[config.mk]
export PLATFORM = sky130hd
export DESIGN_NAME = sfl_fastlock_config_regs
export DESIGN_NICKNAME = d
export VERILOG_FILES = /design/src/rtl/sfl_pkg.sv /design/src/rtl/sfl_fastlock_config_regs.sv /design/src/rtl/sfl_pin_sync.sv
export SDC_FILE = /design/constraint.sdc
export NUM_CORES = 1
export LEC_CHECK = 0
export BUFFER_PORTS_ARGS = -buffer_cell sky130_fd_sc_hd__buf_4
export CORE_ASPECT_RATIO = 1.1
export CORE_MARGIN = 10
export CORE_UTILIZATION = 46
export DETAILED_ROUTE_END_ITERATION = 16
export PLACE_DENSITY_LB_ADDON = 0.2
export REMOVE_ABC_BUFFERS = 1
export SYNTH_ARGS = -nofsm -noshare
export SYNTH_HDL_FRONTEND = slang
export SYNTH_SLANG_ARGS = --single-unit
export TNS_END_PERCENT = 1
[constraint.sdc]
create_clock -name i_mclk -period 1.2 [get_ports i_mclk]
set_input_delay 0.24 -clock i_mclk [delete_from_list [all_inputs] [get_ports i_mclk]]
set_output_delay 0.24 -clock i_mclk [all_outputs]
set_load 0.1 [all_outputs]
[src/rtl/sfl_pkg.sv]
// Constants for the fastlock condition and fraction extension word logic.
// Assumes 24-bit serial words, control code in the four lowest bits.
package sfl_pkg;
  // ----------------------------------------
  // Serial word layout
  // ----------------------------------------
  localparam int unsigned SFL_WORD_BITS = 24;
  localparam int unsigned SFL_CTRL_BITS = 4;
  localparam logic [3:0] SFL_CTRL_FASTLOCK = 4'h9;
  localparam logic [3:0] SFL_CTRL_FRAC_EXT = 4'hB;
  localparam logic [3:0] SFL_FREQ_CTRL_MASK = 4'h1;
  localparam logic [3:0] SFL_FREQ_CTRL_CODE = 4'h0;

  // ----------------------------------------
  // Fastlock condition word fields
  // ----------------------------------------
  localparam int unsigned SFL_AUTO_PU_BIT = 23;
  localparam int unsigned SFL_DITHER_LSB = 16;
  localparam int unsigned SFL_FM_LSB = 14;
  localparam int unsigned SFL_DOUBLER_BIT = 12;
  localparam int unsigned SFL_REF_OUT_BIT = 11;
  localparam int unsigned SFL_AUX_CPP_BIT = 10;
  localparam int unsigned SFL_MAIN_CPP_BIT = 9;
  localparam int unsigned SFL_AUX_PRESC_BIT = 8;
  localparam int unsigned SFL_MUX_LSB = 4;
  localparam logic [23:0] SFL_FASTLOCK_RESET = 24'h22C709;

  // ----------------------------------------
  // Fraction extension word fields
  // ----------------------------------------
  localparam int unsigned SFL_EXT_BITS = 10;
  localparam int unsigned SFL_BASE_BITS = 12;
  localparam int unsigned SFL_FRAC_BITS = 22;
  localparam int unsigned SFL_DEN_EXT_LSB = 14;
  localparam int unsigned SFL_NUM_EXT_LSB = 4;
  localparam logic [23:0] SFL_FRAC_EXT_RESET = 24'h00000B;

  // ----------------------------------------
  // Field codes
  // ----------------------------------------
  localparam logic [1:0] SFL_FM_FOURTH = 2'h0;
  localparam logic [1:0] SFL_FM_OFF = 2'h1;
  localparam logic [1:0] SFL_FM_SECOND = 2'h2;
  localparam logic [1:0] SFL_FM_THIRD = 2'h3;
  localparam logic [1:0] SFL_DITH_RESERVED = 2'h3;
  localparam logic [3:0] SFL_MUX_HIZ = 4'h0;
  localparam logic [3:0] SFL_MUX_OD_FIRST = 4'h6;
  localparam logic [3:0] SFL_MUX_OD_LAST = 4'h8;
  localparam int unsigned SFL_SYNC_STAGES = 3;
endpackage

[src/rtl/sfl_fastlock_config_regs.sv]
// Fastlock condition word and fraction extension word of a dual synthesizer.
// Assumes lock and divider inputs come from logic on i_mclk; serial, enable
// and reference pins are asynchronous and are synchronised here.
//
// What this block does
// - Select 0 floats the test/lock pin; 1 drives high, 2 drives low.
// - Selects 3, 4, 5 give combined, main, auxiliary digital lock, push-pull.
// - Selects 6-8 give analog lock open-drain; 9-11 the same push-pull.
// - Selects 12-15 give aux R, aux N, main R, main N divided by two.
// - Auxiliary prescaler bit: 0 picks 8/9, 1 picks 16/17.
// - Main pump polarity bit: 0 negative, 1 positive, positive at reset.
// - Auxiliary pump polarity bit: 1 positive, 0 negative.
// - Reference output enable: 0 floats pin, 1 buffers reference input.
// - Doubler bit 1 feeds twice reference to main R counter only.
// - Modulator order code 0 fourth, 2 second, 3 third order.
// - Modulator order code 1 turns the modulator off, test use only.
// - Dither code 0 off, 1 weak, 2 strong, 3 reserved.
// - With auto power-up set, frequency word writes clear both power-downs.
// - Chip enable low suppresses the auto power-up action.
// - Access bit 0 gives a 12-bit numerator, extension bits ignored.
// - Access bit 1 joins ten extension bits above twelve base bits.
// - Extension word in default mode is forced to its defaults.
// - Chip enable low keeps the auxiliary loop powered down.
`timescale 1ns/1ps
module sfl_fastlock_config_regs
  import sfl_pkg::*;
#(
  parameter int unsigned WORD_BITS = SFL_WORD_BITS
) (
  input wire logic i_mclk,
  input wire logic i_nrst,
  input wire logic i_serial_clk,
  input wire logic i_serial_data,
  input wire logic i_serial_latch,
  input wire logic i_chip_enable,
  input wire logic i_ref_input_pin,
  input wire logic i_ext_access,
  input wire logic [11:0] i_frac_num_base,
  input wire logic [11:0] i_frac_den_base,
  input wire logic i_pd_load,
  input wire logic i_main_pd_value,
  input wire logic i_aux_pd_value,
  input wire logic i_main_dld,
  input wire logic i_aux_dld,
  input wire logic i_main_ald,
  input wire logic i_aux_ald,
  input wire logic i_aux_r_div,
  input wire logic i_aux_n_div,
  input wire logic i_main_r_div,
  input wire logic i_main_n_div,
  output logic o_test_lock_pin_out,
  output logic o_test_lock_pin_oe,
  output logic o_ref_output_pin_out,
  output logic o_ref_output_pin_oe,
  output logic o_aux_prescaler_16,
  output logic o_main_pump_polarity,
  output logic o_aux_pump_polarity,
  output logic o_ref_doubler_enable,
  output logic o_modulator_enable,
  output logic [2:0] o_modulator_order,
  output logic [1:0] o_dither_level,
  output logic o_main_loop_powerdown,
  output logic o_aux_loop_powerdown,
  output logic [21:0] o_frac_numerator,
  output logic [21:0] o_frac_denominator,
  output logic o_word_loaded
);
  // ----------------------------------------
  // Parameter check
  // ----------------------------------------
  if (WORD_BITS != SFL_WORD_BITS) begin : g_bad_width
    $error("sfl_fastlock_config_regs serves 24-bit words only");
  end

  // ----------------------------------------
  // Pin synchronisers
  // ----------------------------------------
  logic sclk_s;
  logic sdata_s;
  logic slatch_s;
  logic ce_s;
  logic ref_s;

  sfl_pin_sync #(.STAGES(SFL_SYNC_STAGES), .RESET_LEVEL(1'b0)) u_sync_sclk (
    .i_mclk(i_mclk),
    .i_nrst(i_nrst),
    .i_pin(i_serial_clk),
    .o_level(sclk_s)
  );
  sfl_pin_sync #(.STAGES(SFL_SYNC_STAGES), .RESET_LEVEL(1'b0)) u_sync_sdata (
    .i_mclk(i_mclk),
    .i_nrst(i_nrst),
    .i_pin(i_serial_data),
    .o_level(sdata_s)
  );
  sfl_pin_sync #(.STAGES(SFL_SYNC_STAGES), .RESET_LEVEL(1'b0)) u_sync_slatch (
    .i_mclk(i_mclk),
    .i_nrst(i_nrst),
    .i_pin(i_serial_latch),
    .o_level(slatch_s)
  );
  sfl_pin_sync #(.STAGES(SFL_SYNC_STAGES), .RESET_LEVEL(1'b0)) u_sync_ce (
    .i_mclk(i_mclk),
    .i_nrst(i_nrst),
    .i_pin(i_chip_enable),
    .o_level(ce_s)
  );
  // Reference copy is only a low-rate image; a real buffer bypasses this clock
  sfl_pin_sync #(.STAGES(SFL_SYNC_STAGES), .RESET_LEVEL(1'b0)) u_sync_ref (
    .i_mclk(i_mclk),
    .i_nrst(i_nrst),
    .i_pin(i_ref_input_pin),
    .o_level(ref_s)
  );

  // ----------------------------------------
  // Serial shift and word decode
  // ----------------------------------------
  logic sclk_prev_q;
  logic slatch_prev_q;
  logic [23:0] shift_q;
  logic [23:0] shift_d;

  wire logic sclk_rise = sclk_s && !sclk_prev_q;
  wire logic latch_rise = slatch_s && !slatch_prev_q;
  wire logic [3:0] ctrl_w = shift_q[3:0];
  wire logic load_fastlock = latch_rise && (ctrl_w == SFL_CTRL_FASTLOCK);
  wire logic load_frac_ext = latch_rise && (ctrl_w == SFL_CTRL_FRAC_EXT);
  wire logic load_freq = latch_rise && ((ctrl_w & SFL_FREQ_CTRL_MASK) == SFL_FREQ_CTRL_CODE);

  assign shift_d = sclk_rise ? {shift_q[22:0], sdata_s} : shift_q;

  always_ff @(posedge i_mclk) begin
    if (!i_nrst) begin
      sclk_prev_q <= 1'b0;
      slatch_prev_q <= 1'b0;
      shift_q <= 24'h000000;
    end else begin
      sclk_prev_q <= sclk_s;
      slatch_prev_q <= slatch_s;
      shift_q <= shift_d;
    end
  end

  // ----------------------------------------
  // Word registers
  // ----------------------------------------
  logic [23:0] fastlock_condition_word_q;
  logic [23:0] fastlock_condition_word_d;
  logic [23:0] fraction_extension_word_q;
  logic [23:0] fraction_extension_word_d;
  logic word_loaded_q;

  assign fastlock_condition_word_d = load_fastlock ? shift_q : fastlock_condition_word_q;
  // Default mode overrides any written value, so stale extensions cannot leak
  assign fraction_extension_word_d = !i_ext_access ? SFL_FRAC_EXT_RESET :
    (load_frac_ext ? shift_q : fraction_extension_word_q);

  always_ff @(posedge i_mclk) begin
    if (!i_nrst) begin
      fastlock_condition_word_q <= SFL_FASTLOCK_RESET;
      fraction_extension_word_q <= SFL_FRAC_EXT_RESET;
      word_loaded_q <= 1'b0;
    end else begin
      fastlock_condition_word_q <= fastlock_condition_word_d;
      fraction_extension_word_q <= fraction_extension_word_d;
      word_loaded_q <= load_fastlock || load_frac_ext;
    end
  end

  // ----------------------------------------
  // Field decode
  // ----------------------------------------
  wire logic auto_power_up = fastlock_condition_word_q[SFL_AUTO_PU_BIT];
  wire logic [1:0] dither_level_select = fastlock_condition_word_q[SFL_DITHER_LSB +: 2];
  wire logic [1:0] modulator_order_select = fastlock_condition_word_q[SFL_FM_LSB +: 2];
  wire logic [3:0] test_lock_output_select = fastlock_condition_word_q[SFL_MUX_LSB +: 4];
  wire logic ref_buffer_output_enable = fastlock_condition_word_q[SFL_REF_OUT_BIT];
  wire logic [9:0] frac_numerator_extension = fraction_extension_word_q[SFL_NUM_EXT_LSB +: SFL_EXT_BITS];
  wire logic [9:0] frac_denominator_extension = fraction_extension_word_q[SFL_DEN_EXT_LSB +: SFL_EXT_BITS];

  assign o_aux_prescaler_16 = fastlock_condition_word_q[SFL_AUX_PRESC_BIT];
  assign o_main_pump_polarity = fastlock_condition_word_q[SFL_MAIN_CPP_BIT];
  assign o_aux_pump_polarity = fastlock_condition_word_q[SFL_AUX_CPP_BIT];
  assign o_ref_doubler_enable = fastlock_condition_word_q[SFL_DOUBLER_BIT];
  assign o_modulator_enable = (modulator_order_select != SFL_FM_OFF);
  assign o_modulator_order = (modulator_order_select == SFL_FM_FOURTH) ? 3'h4 :
    (modulator_order_select == SFL_FM_SECOND) ? 3'h2 :
    (modulator_order_select == SFL_FM_THIRD) ? 3'h3 : 3'h0;
  // Reserved dither code falls back to no dithering
  assign o_dither_level = (dither_level_select == SFL_DITH_RESERVED) ? 2'h0 : dither_level_select;
  assign o_frac_numerator = i_ext_access ? {frac_numerator_extension, i_frac_num_base} :
    {10'h000, i_frac_num_base};
  assign o_frac_denominator = i_ext_access ? {frac_denominator_extension, i_frac_den_base} :
    {10'h000, i_frac_den_base};
  assign o_word_loaded = word_loaded_q;

  // ----------------------------------------
  // Power-down control
  // ----------------------------------------
  logic main_pd_q;
  logic aux_pd_q;
  wire logic auto_pu_fire = load_freq && auto_power_up && ce_s;

  always_ff @(posedge i_mclk) begin
    if (!i_nrst) begin
      main_pd_q <= 1'b0;
      aux_pd_q <= 1'b0;
    end else if (i_pd_load) begin
      // An explicit power-down write wins over the automatic clear
      main_pd_q <= i_main_pd_value;
      aux_pd_q <= i_aux_pd_value;
    end else if (auto_pu_fire) begin
      main_pd_q <= 1'b0;
      aux_pd_q <= 1'b0;
    end
  end

  assign o_main_loop_powerdown = main_pd_q;
  assign o_aux_loop_powerdown = aux_pd_q || !ce_s;

  // ----------------------------------------
  // Test/lock pin and reference pin
  // ----------------------------------------
  logic [3:0] div_tog_q;
  logic tl_out_q;
  logic tl_oe_q;
  logic ref_out_q;
  logic ref_oe_q;

  wire logic [3:0] div_pulse = {i_main_n_div, i_main_r_div, i_aux_n_div, i_aux_r_div};
  wire logic ald_both = i_main_ald && i_aux_ald;
  wire logic [15:0] tl_val = {div_tog_q,
    i_aux_ald, i_main_ald, ald_both,
    i_aux_ald, i_main_ald, ald_both,
    i_aux_dld, i_main_dld, i_main_dld && i_aux_dld,
    1'b0, 1'b1, 1'b0};
  wire logic tl_od = (test_lock_output_select >= SFL_MUX_OD_FIRST) &&
    (test_lock_output_select <= SFL_MUX_OD_LAST);
  wire logic tl_sel_val = tl_val[test_lock_output_select];
  // Open drain only pulls low; released when the indication is high
  wire logic tl_oe_w = (test_lock_output_select != SFL_MUX_HIZ) && !(tl_od && tl_sel_val);
  wire logic tl_out_w = tl_od ? 1'b0 : tl_sel_val;

  always_ff @(posedge i_mclk) begin
    if (!i_nrst) begin
      div_tog_q <= 4'h0;
      tl_out_q <= 1'b0;
      tl_oe_q <= 1'b0;
      ref_out_q <= 1'b0;
      ref_oe_q <= 1'b0;
    end else begin
      div_tog_q <= div_tog_q ^ div_pulse;
      tl_out_q <= tl_out_w;
      tl_oe_q <= tl_oe_w;
      ref_out_q <= ref_buffer_output_enable && ref_s;
      ref_oe_q <= ref_buffer_output_enable;
    end
  end

  assign o_test_lock_pin_out = tl_out_q;
  assign o_test_lock_pin_oe = tl_oe_q;
  assign o_ref_output_pin_out = ref_out_q;
  assign o_ref_output_pin_oe = ref_oe_q;
endmodule

[src/rtl/sfl_pin_sync.sv]
// Pin synchroniser with a two-stage agreement filter.
// Assumes an asynchronous pin level and one system clock.
`timescale 1ns/1ps
module sfl_pin_sync
  import sfl_pkg::*;
#(
  parameter int unsigned STAGES = SFL_SYNC_STAGES,
  parameter logic RESET_LEVEL = 1'b0
) (
  input wire logic i_mclk,
  input wire logic i_nrst,
  input wire logic i_pin,
  output logic o_level
);
  // ----------------------------------------
  // Chain and filter
  // ----------------------------------------
  if (STAGES < 3) begin : g_bad_stages
    $error("sfl_pin_sync needs at least three stages");
  end

  logic [STAGES-1:0] chain_q;
  logic level_q;
  wire logic agree = (chain_q[STAGES-1] == chain_q[STAGES-2]);

  always_ff @(posedge i_mclk) begin
    if (!i_nrst) begin
      chain_q <= {STAGES{RESET_LEVEL}};
      level_q <= RESET_LEVEL;
    end else begin
      chain_q <= {chain_q[STAGES-2:0], i_pin};
      // Only change once the last two stages agree
      if (agree) begin
        level_q <= chain_q[STAGES-1];
      end
    end
  end

  assign o_level = level_q;
endmodule

# == Word level (Yosys, flattened, before mapping) ==
# Index checks and enable logic that the tools add are counted.
# word_totals
inputBits,43
word_cells,75
reg_bits,105
# op_classes
n_lt_le_gt_ge,3
n_reduce_logical,25
n_eq_ne,11
bitwise_logic,2
n_mux,11
# ops
cell,n
2-to-1 mux 22 bit,2
logical AND 1 bit,13
== test 4 bit (second input constant),2
== test 2 bit (second input constant),3
2-to-1 mux 2 bit,3
== test 1 bit,5
less-than comparator 4 x 5 -> 1 bit (second input constant),1
binary-select mux 1 bit (select 4 bit),1
greater-or-equal comparator 4 x 3 -> 1 bit (second input constant),1
<= comparator 4 bit (second input constant),1
zero test 1 bit,4
zero test 4 bit,1
2-to-1 mux 1 bit,4
nonzero test 4 bit,1
bitwise XOR 4 bit,1
2-to-1 mux 3 bit,1
zero test 2 bit,1
logical OR 1 bit,2
!= test 2 x 1 -> 1 bit (second input constant),1
AND reduction 2 bit,1
nonzero test 2 bit,1
OR reduction 2 bit,1
inverter 1 bit,1

# == Depth between registers and ports, before layout ==
# depth
ltp_word,7
ltp_mapped,6
ltp_nobuf,5

# == Modules after synthesis ==
# From an unflattened synthesis, not the netlist that was laid out.
# unflattened
cells_unflattened,427
area_unflattened_um2,3684.8
# modules_own_cells
mod,instances,area_each_um2,cells_each
sfl_fastlock_config_regs,1,3103.0,377
sfl_pin_sync,5,116.4,10

# == Worst setup path before layout ==
# OpenSTA, ideal clock, no wires.
# synth_timing
path_kind,register to output
from,register fastlock_condition_word_q[16]
to,output port o_dither_level[0]
arrival_ps,1680
stages_incl_launch_ff,2
n_path_buf,0
path_slack_ps,-720
cell_sequence,dfxtp_1 > nor2b_1
# synth_between
elab_chain_len,2
# synth_rtl
item,line,source
from (decl),sfl_fastlock_config_regs.sv:148,logic [23:0] fastlock_condition_word_q;
from (signal assigned),sfl_fastlock_config_regs.sv:165,fastlock_condition_word_q <= fastlock_condition_word_d;
== test 2 bit,sfl_fastlock_config_regs.sv:191,assign o_dither_level = (dither_level_select == SFL_DITH_RESERVED) ? 2'h0 : dither_level_select;
2-to-1 mux 2 bit (*),sfl_fastlock_config_regs.sv:191,
to (decl),sfl_fastlock_config_regs.sv:61,"output logic [1:0] o_dither_level,"
# Mark *: on every way between the ends. The rest lies on a longest branch, timed or not.

# == Final worst setup path ==
# layout_timing
from,register slatch_prev_q
to,register fraction_extension_word_q[20]
# layout_between
elab_chain_len,3
# layout_rtl
item,line,source
from (decl),sfl_fastlock_config_regs.sv:120,logic slatch_prev_q;
from (signal assigned),sfl_fastlock_config_regs.sv:140,slatch_prev_q <= slatch_s;
zero test 1 bit,sfl_fastlock_config_regs.sv:125,wire logic latch_rise = slatch_s && !slatch_prev_q;
logical AND 1 bit,sfl_fastlock_config_regs.sv:125,
logical AND 1 bit,sfl_fastlock_config_regs.sv:128,wire logic load_frac_ext = latch_rise && (ctrl_w == SFL_CTRL_FRAC_EXT);
to (signal assigned),sfl_fastlock_config_regs.sv:166,fraction_extension_word_q <= fraction_extension_word_d;
to (decl),sfl_fastlock_config_regs.sv:150,logic [23:0] fraction_extension_word_q;
# Every way passes these cells.
# A chain may end at the register's enable or synchronous reset.

==> impl.org <==
** CTS
- Clock latency on the worst-skew pair :: 360 ps
- The clock passes through at most 2 buffers.
- Clock tree root buffer cell :: clkbuf_8
- Hold repair after CTS inserted 0 buffers.
- Deepest level of the CTS H-tree :: 3
- Clock tree from TritonCTS :: done
- After clock tree synthesis, the clock-pin slew on the worst setup and hold paths is 90 ps.
- In this run, CTS created clock tree buffers numbering 9.
- Counting every sink on the clock net gives 91.

** Setup path
- Reg2reg end :: fraction_extension_word_q[20]
- Required time reported for the critical path endpoint :: 1480 ps
- Worst-case reg-to-reg path depth :: 6
- Ordered cell list for the critical path :: nand4b_1 > nor2_2 > and2_1 > buf_4 > nand2_1 > a21oi_1
- STA classifies the critical path endpoint as a flop.
- Data on the critical path arrives at its endpoint at 1610 ps.
- Critical path buffer and inverter count :: 1
- On the worst path, the slowest cell contributes a delay of 320 ps.
- Crit start category :: flop
- R2R setup slack :: -140 ps
- Among all stages on the critical path, the largest delay is contributed by dfxtp_1.
- The worst register-to-register path begins at slatch_prev_q.
- Of all nets on the critical path, the largest fanout is 10.
- The worst setup path is of the reg2reg kind.
- Grouping stages by cell kind, the critical path spends the most delay in simple AND/OR/NAND/NOR gates.

** Floorplan
- Starting density of the core :: 46.8%
- Top-Level Pins :: 104
- Site Rows :: 34
- Die extent in y :: 114 um
- The floorplan step set the die width to 105 um.
- The die covers 11,900 um2.
- Area of the core region :: 7830 um2

** Finish
- Relative to the synthesized area, the layout overhead comes to 34.5%.
- Number of nets in the finished design :: 518
- The post-route netlist has 35.2% of its cells at a drive strength greater than 1.
- Once layout is complete, the cells apart from fillers number 588.
- Total of fill cells in the finished design :: 705
- ANT cells :: 0

** Global route
- The initial antenna violation count was 0.
- Summed over all layers, the global routing overflow is 0.
- Entering global routing, the biggest net connects 36 pins.
- The first global-routing pass estimated 13,600 um of wire.
- The number of global-route vias before repair is 2,855.
- Global-route total usage across every layer :: 13.9%

** Outcome
- The checks that failed: negative setup slack.
- The flow ran to the end, but the final reports show violations.

** Placed design
- Buffers placed on the I/O ports in this run total 55.
- Cell total after placement :: 568
- Detailed placement finished with a half-perimeter wire length of 5620 um.
- Routability-driven placement congestion ratio :: 0.787

** Synthesis
- Average cell area after synthesis :: 8.50 um2
- Most instantiated cells after synthesis :: nand2_1 (128), dfxtp_1 (91), and2_1 (45)
- Dominant register cell in the synthesized netlist :: dfxtp_1
- Sorting the synthesized cells by area gives the leading types as dfxtp_1 (50%), nand2_1 (13%), and2_1 (7.7%), a21boi_0 (6.8%), buf_4 (4.9%).
- Counting flops and latches in the post-synthesis netlist gives 91.
- Sequential-to-total area share from yosys stat :: 49.7%
- In the synthesized netlist, the number of instances is 431.
- Post-synthesis async set-or-reset flop share :: 0%
- The Yosys step of the flow raised 0 warnings.
- Synth Cell Area :: 3660 um2
- Summed over its instances, the top area cell type makes up 49.7% of the synthesized netlist area.
- Synth area leader :: dfxtp_1
- Post-synth EDFFs :: 0
- Cell variety after synth :: 38
- nand2_1 is the most common cell in the netlist.

** STA
- Tcrit/Tclk final :: 111%
- Total count of max-transition violations in the final report :: 0
- Counting I/O delays and the setup requirement, the final critical path takes 1340 ps.
- Worst Slack Setup Final :: -137 ps
- Setup violations remaining at the end of the flow were counted as 63.
- Static timing analysis puts the maximum clock frequency at 0.748 GHz.
- Tightest slew margin relative to the limit :: 78.5%
- Setup repair after global routing could not meet its margin everywhere.
- Transition time of the tightest slew-check pin :: 318 ps
- Skew final :: 8.50 ps
- Final hold slack :: 85.2 ps
- Final hold vios :: 0

** Routing
- DRC violation total after the first TritonRoute iteration :: 83
- After detailed routing, the number of remaining DRC violations is 0.
- Number of nets with antenna violations after routing :: 0
- In the final routed layout, each cell accounts on average for 14.2 um.
- In the routed layout, each cell is associated on average with a via count of 4.91.
- Number of optimization iterations in the first detailed-route pass :: 4
- The routed layout has 2,886 vias.
- Overall routed net length :: 8330 um

** Hold path
- Min-delay src :: i_ref_input_pin
- The tightest min-delay check is of the in2reg type.
- Hold Crit Depth :: 2
- The worst hold path terminates at u_sync_ref.chain_q[0].

** Run
- The tool flagged a number of max-cap violations equal to 0.

** Power
- Power spread over the standard cell area amounts to 1080 nW/um2.
- IR analysis of the VDD net gives a maximum drop of 0.802 mV.
- For this design the static power due to leakage is 1.87 nW.
==> layer usage <==
metal / share of wire, % / vias up / track usage [%]
met1: 45 / 1347 / 16.6
met5: 0 / - / 0
met2: 47 / 73 / 21.6
met4: 1.6 / 0 / 6.32
met3: 6.9 / 13 / 5.47
li1: - / 1453 / -
==> how the worst max path moves through the flow <==
| stage | start | slack (ps) | depth (start not counted) | end |
|---|---|---|---|---|
| 3_3_place_gp | fastlock_condition_word_q[5] | -240 | 5 | o_test_lock_pin_out |
| 6_report | slatch_prev_q | -140 | 6 | fraction_extension_word_q[20] |
| 5_1_grt | slatch_prev_q | -250 | 6 | fraction_extension_word_q[8] |
| 2_1_floorplan | fastlock_condition_word_q[15] | -1110 | 1 | o_modulator_order[2] |
| 4_1_cts | slatch_prev_q | -140 | 5 | fastlock_condition_word_q[8] |
| 3_5_place_dp | fastlock_condition_word_q[5] | -290 | 5 | o_test_lock_pin_out |
==> timing repair <==
item	CTS	global route
hold endpoints to repair	0	0
pin swaps	3	1
resized for setup	159	20
endpoints found under the setup margin	74	74
setup buffers	2	2
gates cloned	0	0
==> cells by family (layout without fill, tap and decap cells) <==
group                     count (synthesis)  count (layout)  share of synthesized area, %
muxes                                     3               3                         0.854
and+or+nand+nor                         201             201                          25.5
xor gates and xnor gates                  4               4                         0.957
buffers and inverters                    55             104                          8.75
AOI/OAI and AO/OA                        77              77                          14.2
DFF                                      91              91                          49.7
==> metrics by stage <==
step | utilization, % | instance area [um2] | total power [mW] | worst slack, ps | TNS (ps)
finish | 62.9 | 4920 | 5.31 | -137 | -4930
global route | 62.9 | 4920 | 5.53 | -245 | -9260
CTS | 62.1 | 4860 | 5.38 | -139 | -5860
detailed placement | 52.5 | 4110 | 3.35 | -291 | -4480
global placement | 52.5 | 4110 | 3.34 | -236 | -4000
floorplan | - | 3350 | 3.23 | -1110 | -17390
==> worst reg2reg max path: stages, from the launching register on <==
cell and delay [ps]:
dfxtp_1 320, nand4b_1 220, nor2_2 160, and2_1 170, buf_4 180, nand2_1 80, a21oi_1 140
==> flip-flops by register name, summed over array words and instances, names as in the netlist, 3 cells and up <==
signal and flops:
u_sync_sdata.chain_q 3, u_sync_sclk.chain_q 3, div_tog_q 4, u_sync_slatch.chain_q 3, fastlock_condition_word_q 14, shift_q 24
u_sync_ref.chain_q 3, u_sync_ce.chain_q 3, fraction_extension_word_q 20
==> cells in the final DEF (no fill, tap or decap), types with 2 or more instances in the layout <==
| master | netlist | final |
|---|---|---|
| nor2_2 | 1 | 3 |
| mux2i_1 | 2 | 2 |
| dfxtp_4 | 0 | 5 |
| buf_6 | 2 | 9 |
| dfxtp_2 | 0 | 27 |
| and2_4 | 0 | 21 |
| nand3_1 | 6 | 6 |
| a2111oi_2 | 1 | 2 |
| inv_1 | 2 | 2 |
| a21boi_0 | 33 | 30 |
| nand2_1 | 128 | 128 |
| nor3_1 | 2 | 2 |
| buf_4 | 24 | 44 |
| nand2b_4 | 0 | 2 |
| nor2b_4 | 0 | 3 |
| clkbuf_8 | 0 | 9 |
| a22oi_1 | 2 | 2 |
| and2_1 | 45 | 24 |
| nor2_1 | 4 | 2 |
| nor2b_1 | 5 | 2 |
| buf_12 | 0 | 32 |
| xor2_1 | 4 | 4 |
| dfxtp_1 | 91 | 59 |
| clkinv_2 | 0 | 2 |
| a21oi_1 | 22 | 22 |
| o21ai_0 | 8 | 8 |
| a21boi_1 | 4 | 7 |
==> final cells by class <==
type / count / area [um2] / share of cell area (%)
Inverter: 2 / 7.51 / 0.152
Multi-Input combinational cell: 285 / 1630 / 33.1
Tap cell: 108 / 135 / 2.74
Clock buffer: 10 / 128 / 2.59
Sequential cell: 91 / 1870 / 38.1
Timing Repair Buffer: 86 / 1090 / 22.1
Clock inverter: 6 / 65.1 / 1.32
==> power breakdown <==
group          total (mW)  switching (mW)  leakage, nW  internal [mW]
registers            3.06          0.0187        0.749           3.04
logic               0.214           0.103         1.02          0.111
clock network        2.04            1.07       0.0966          0.967
total                5.31            1.19         1.87           4.12
(Power assumes the default switching activity.)
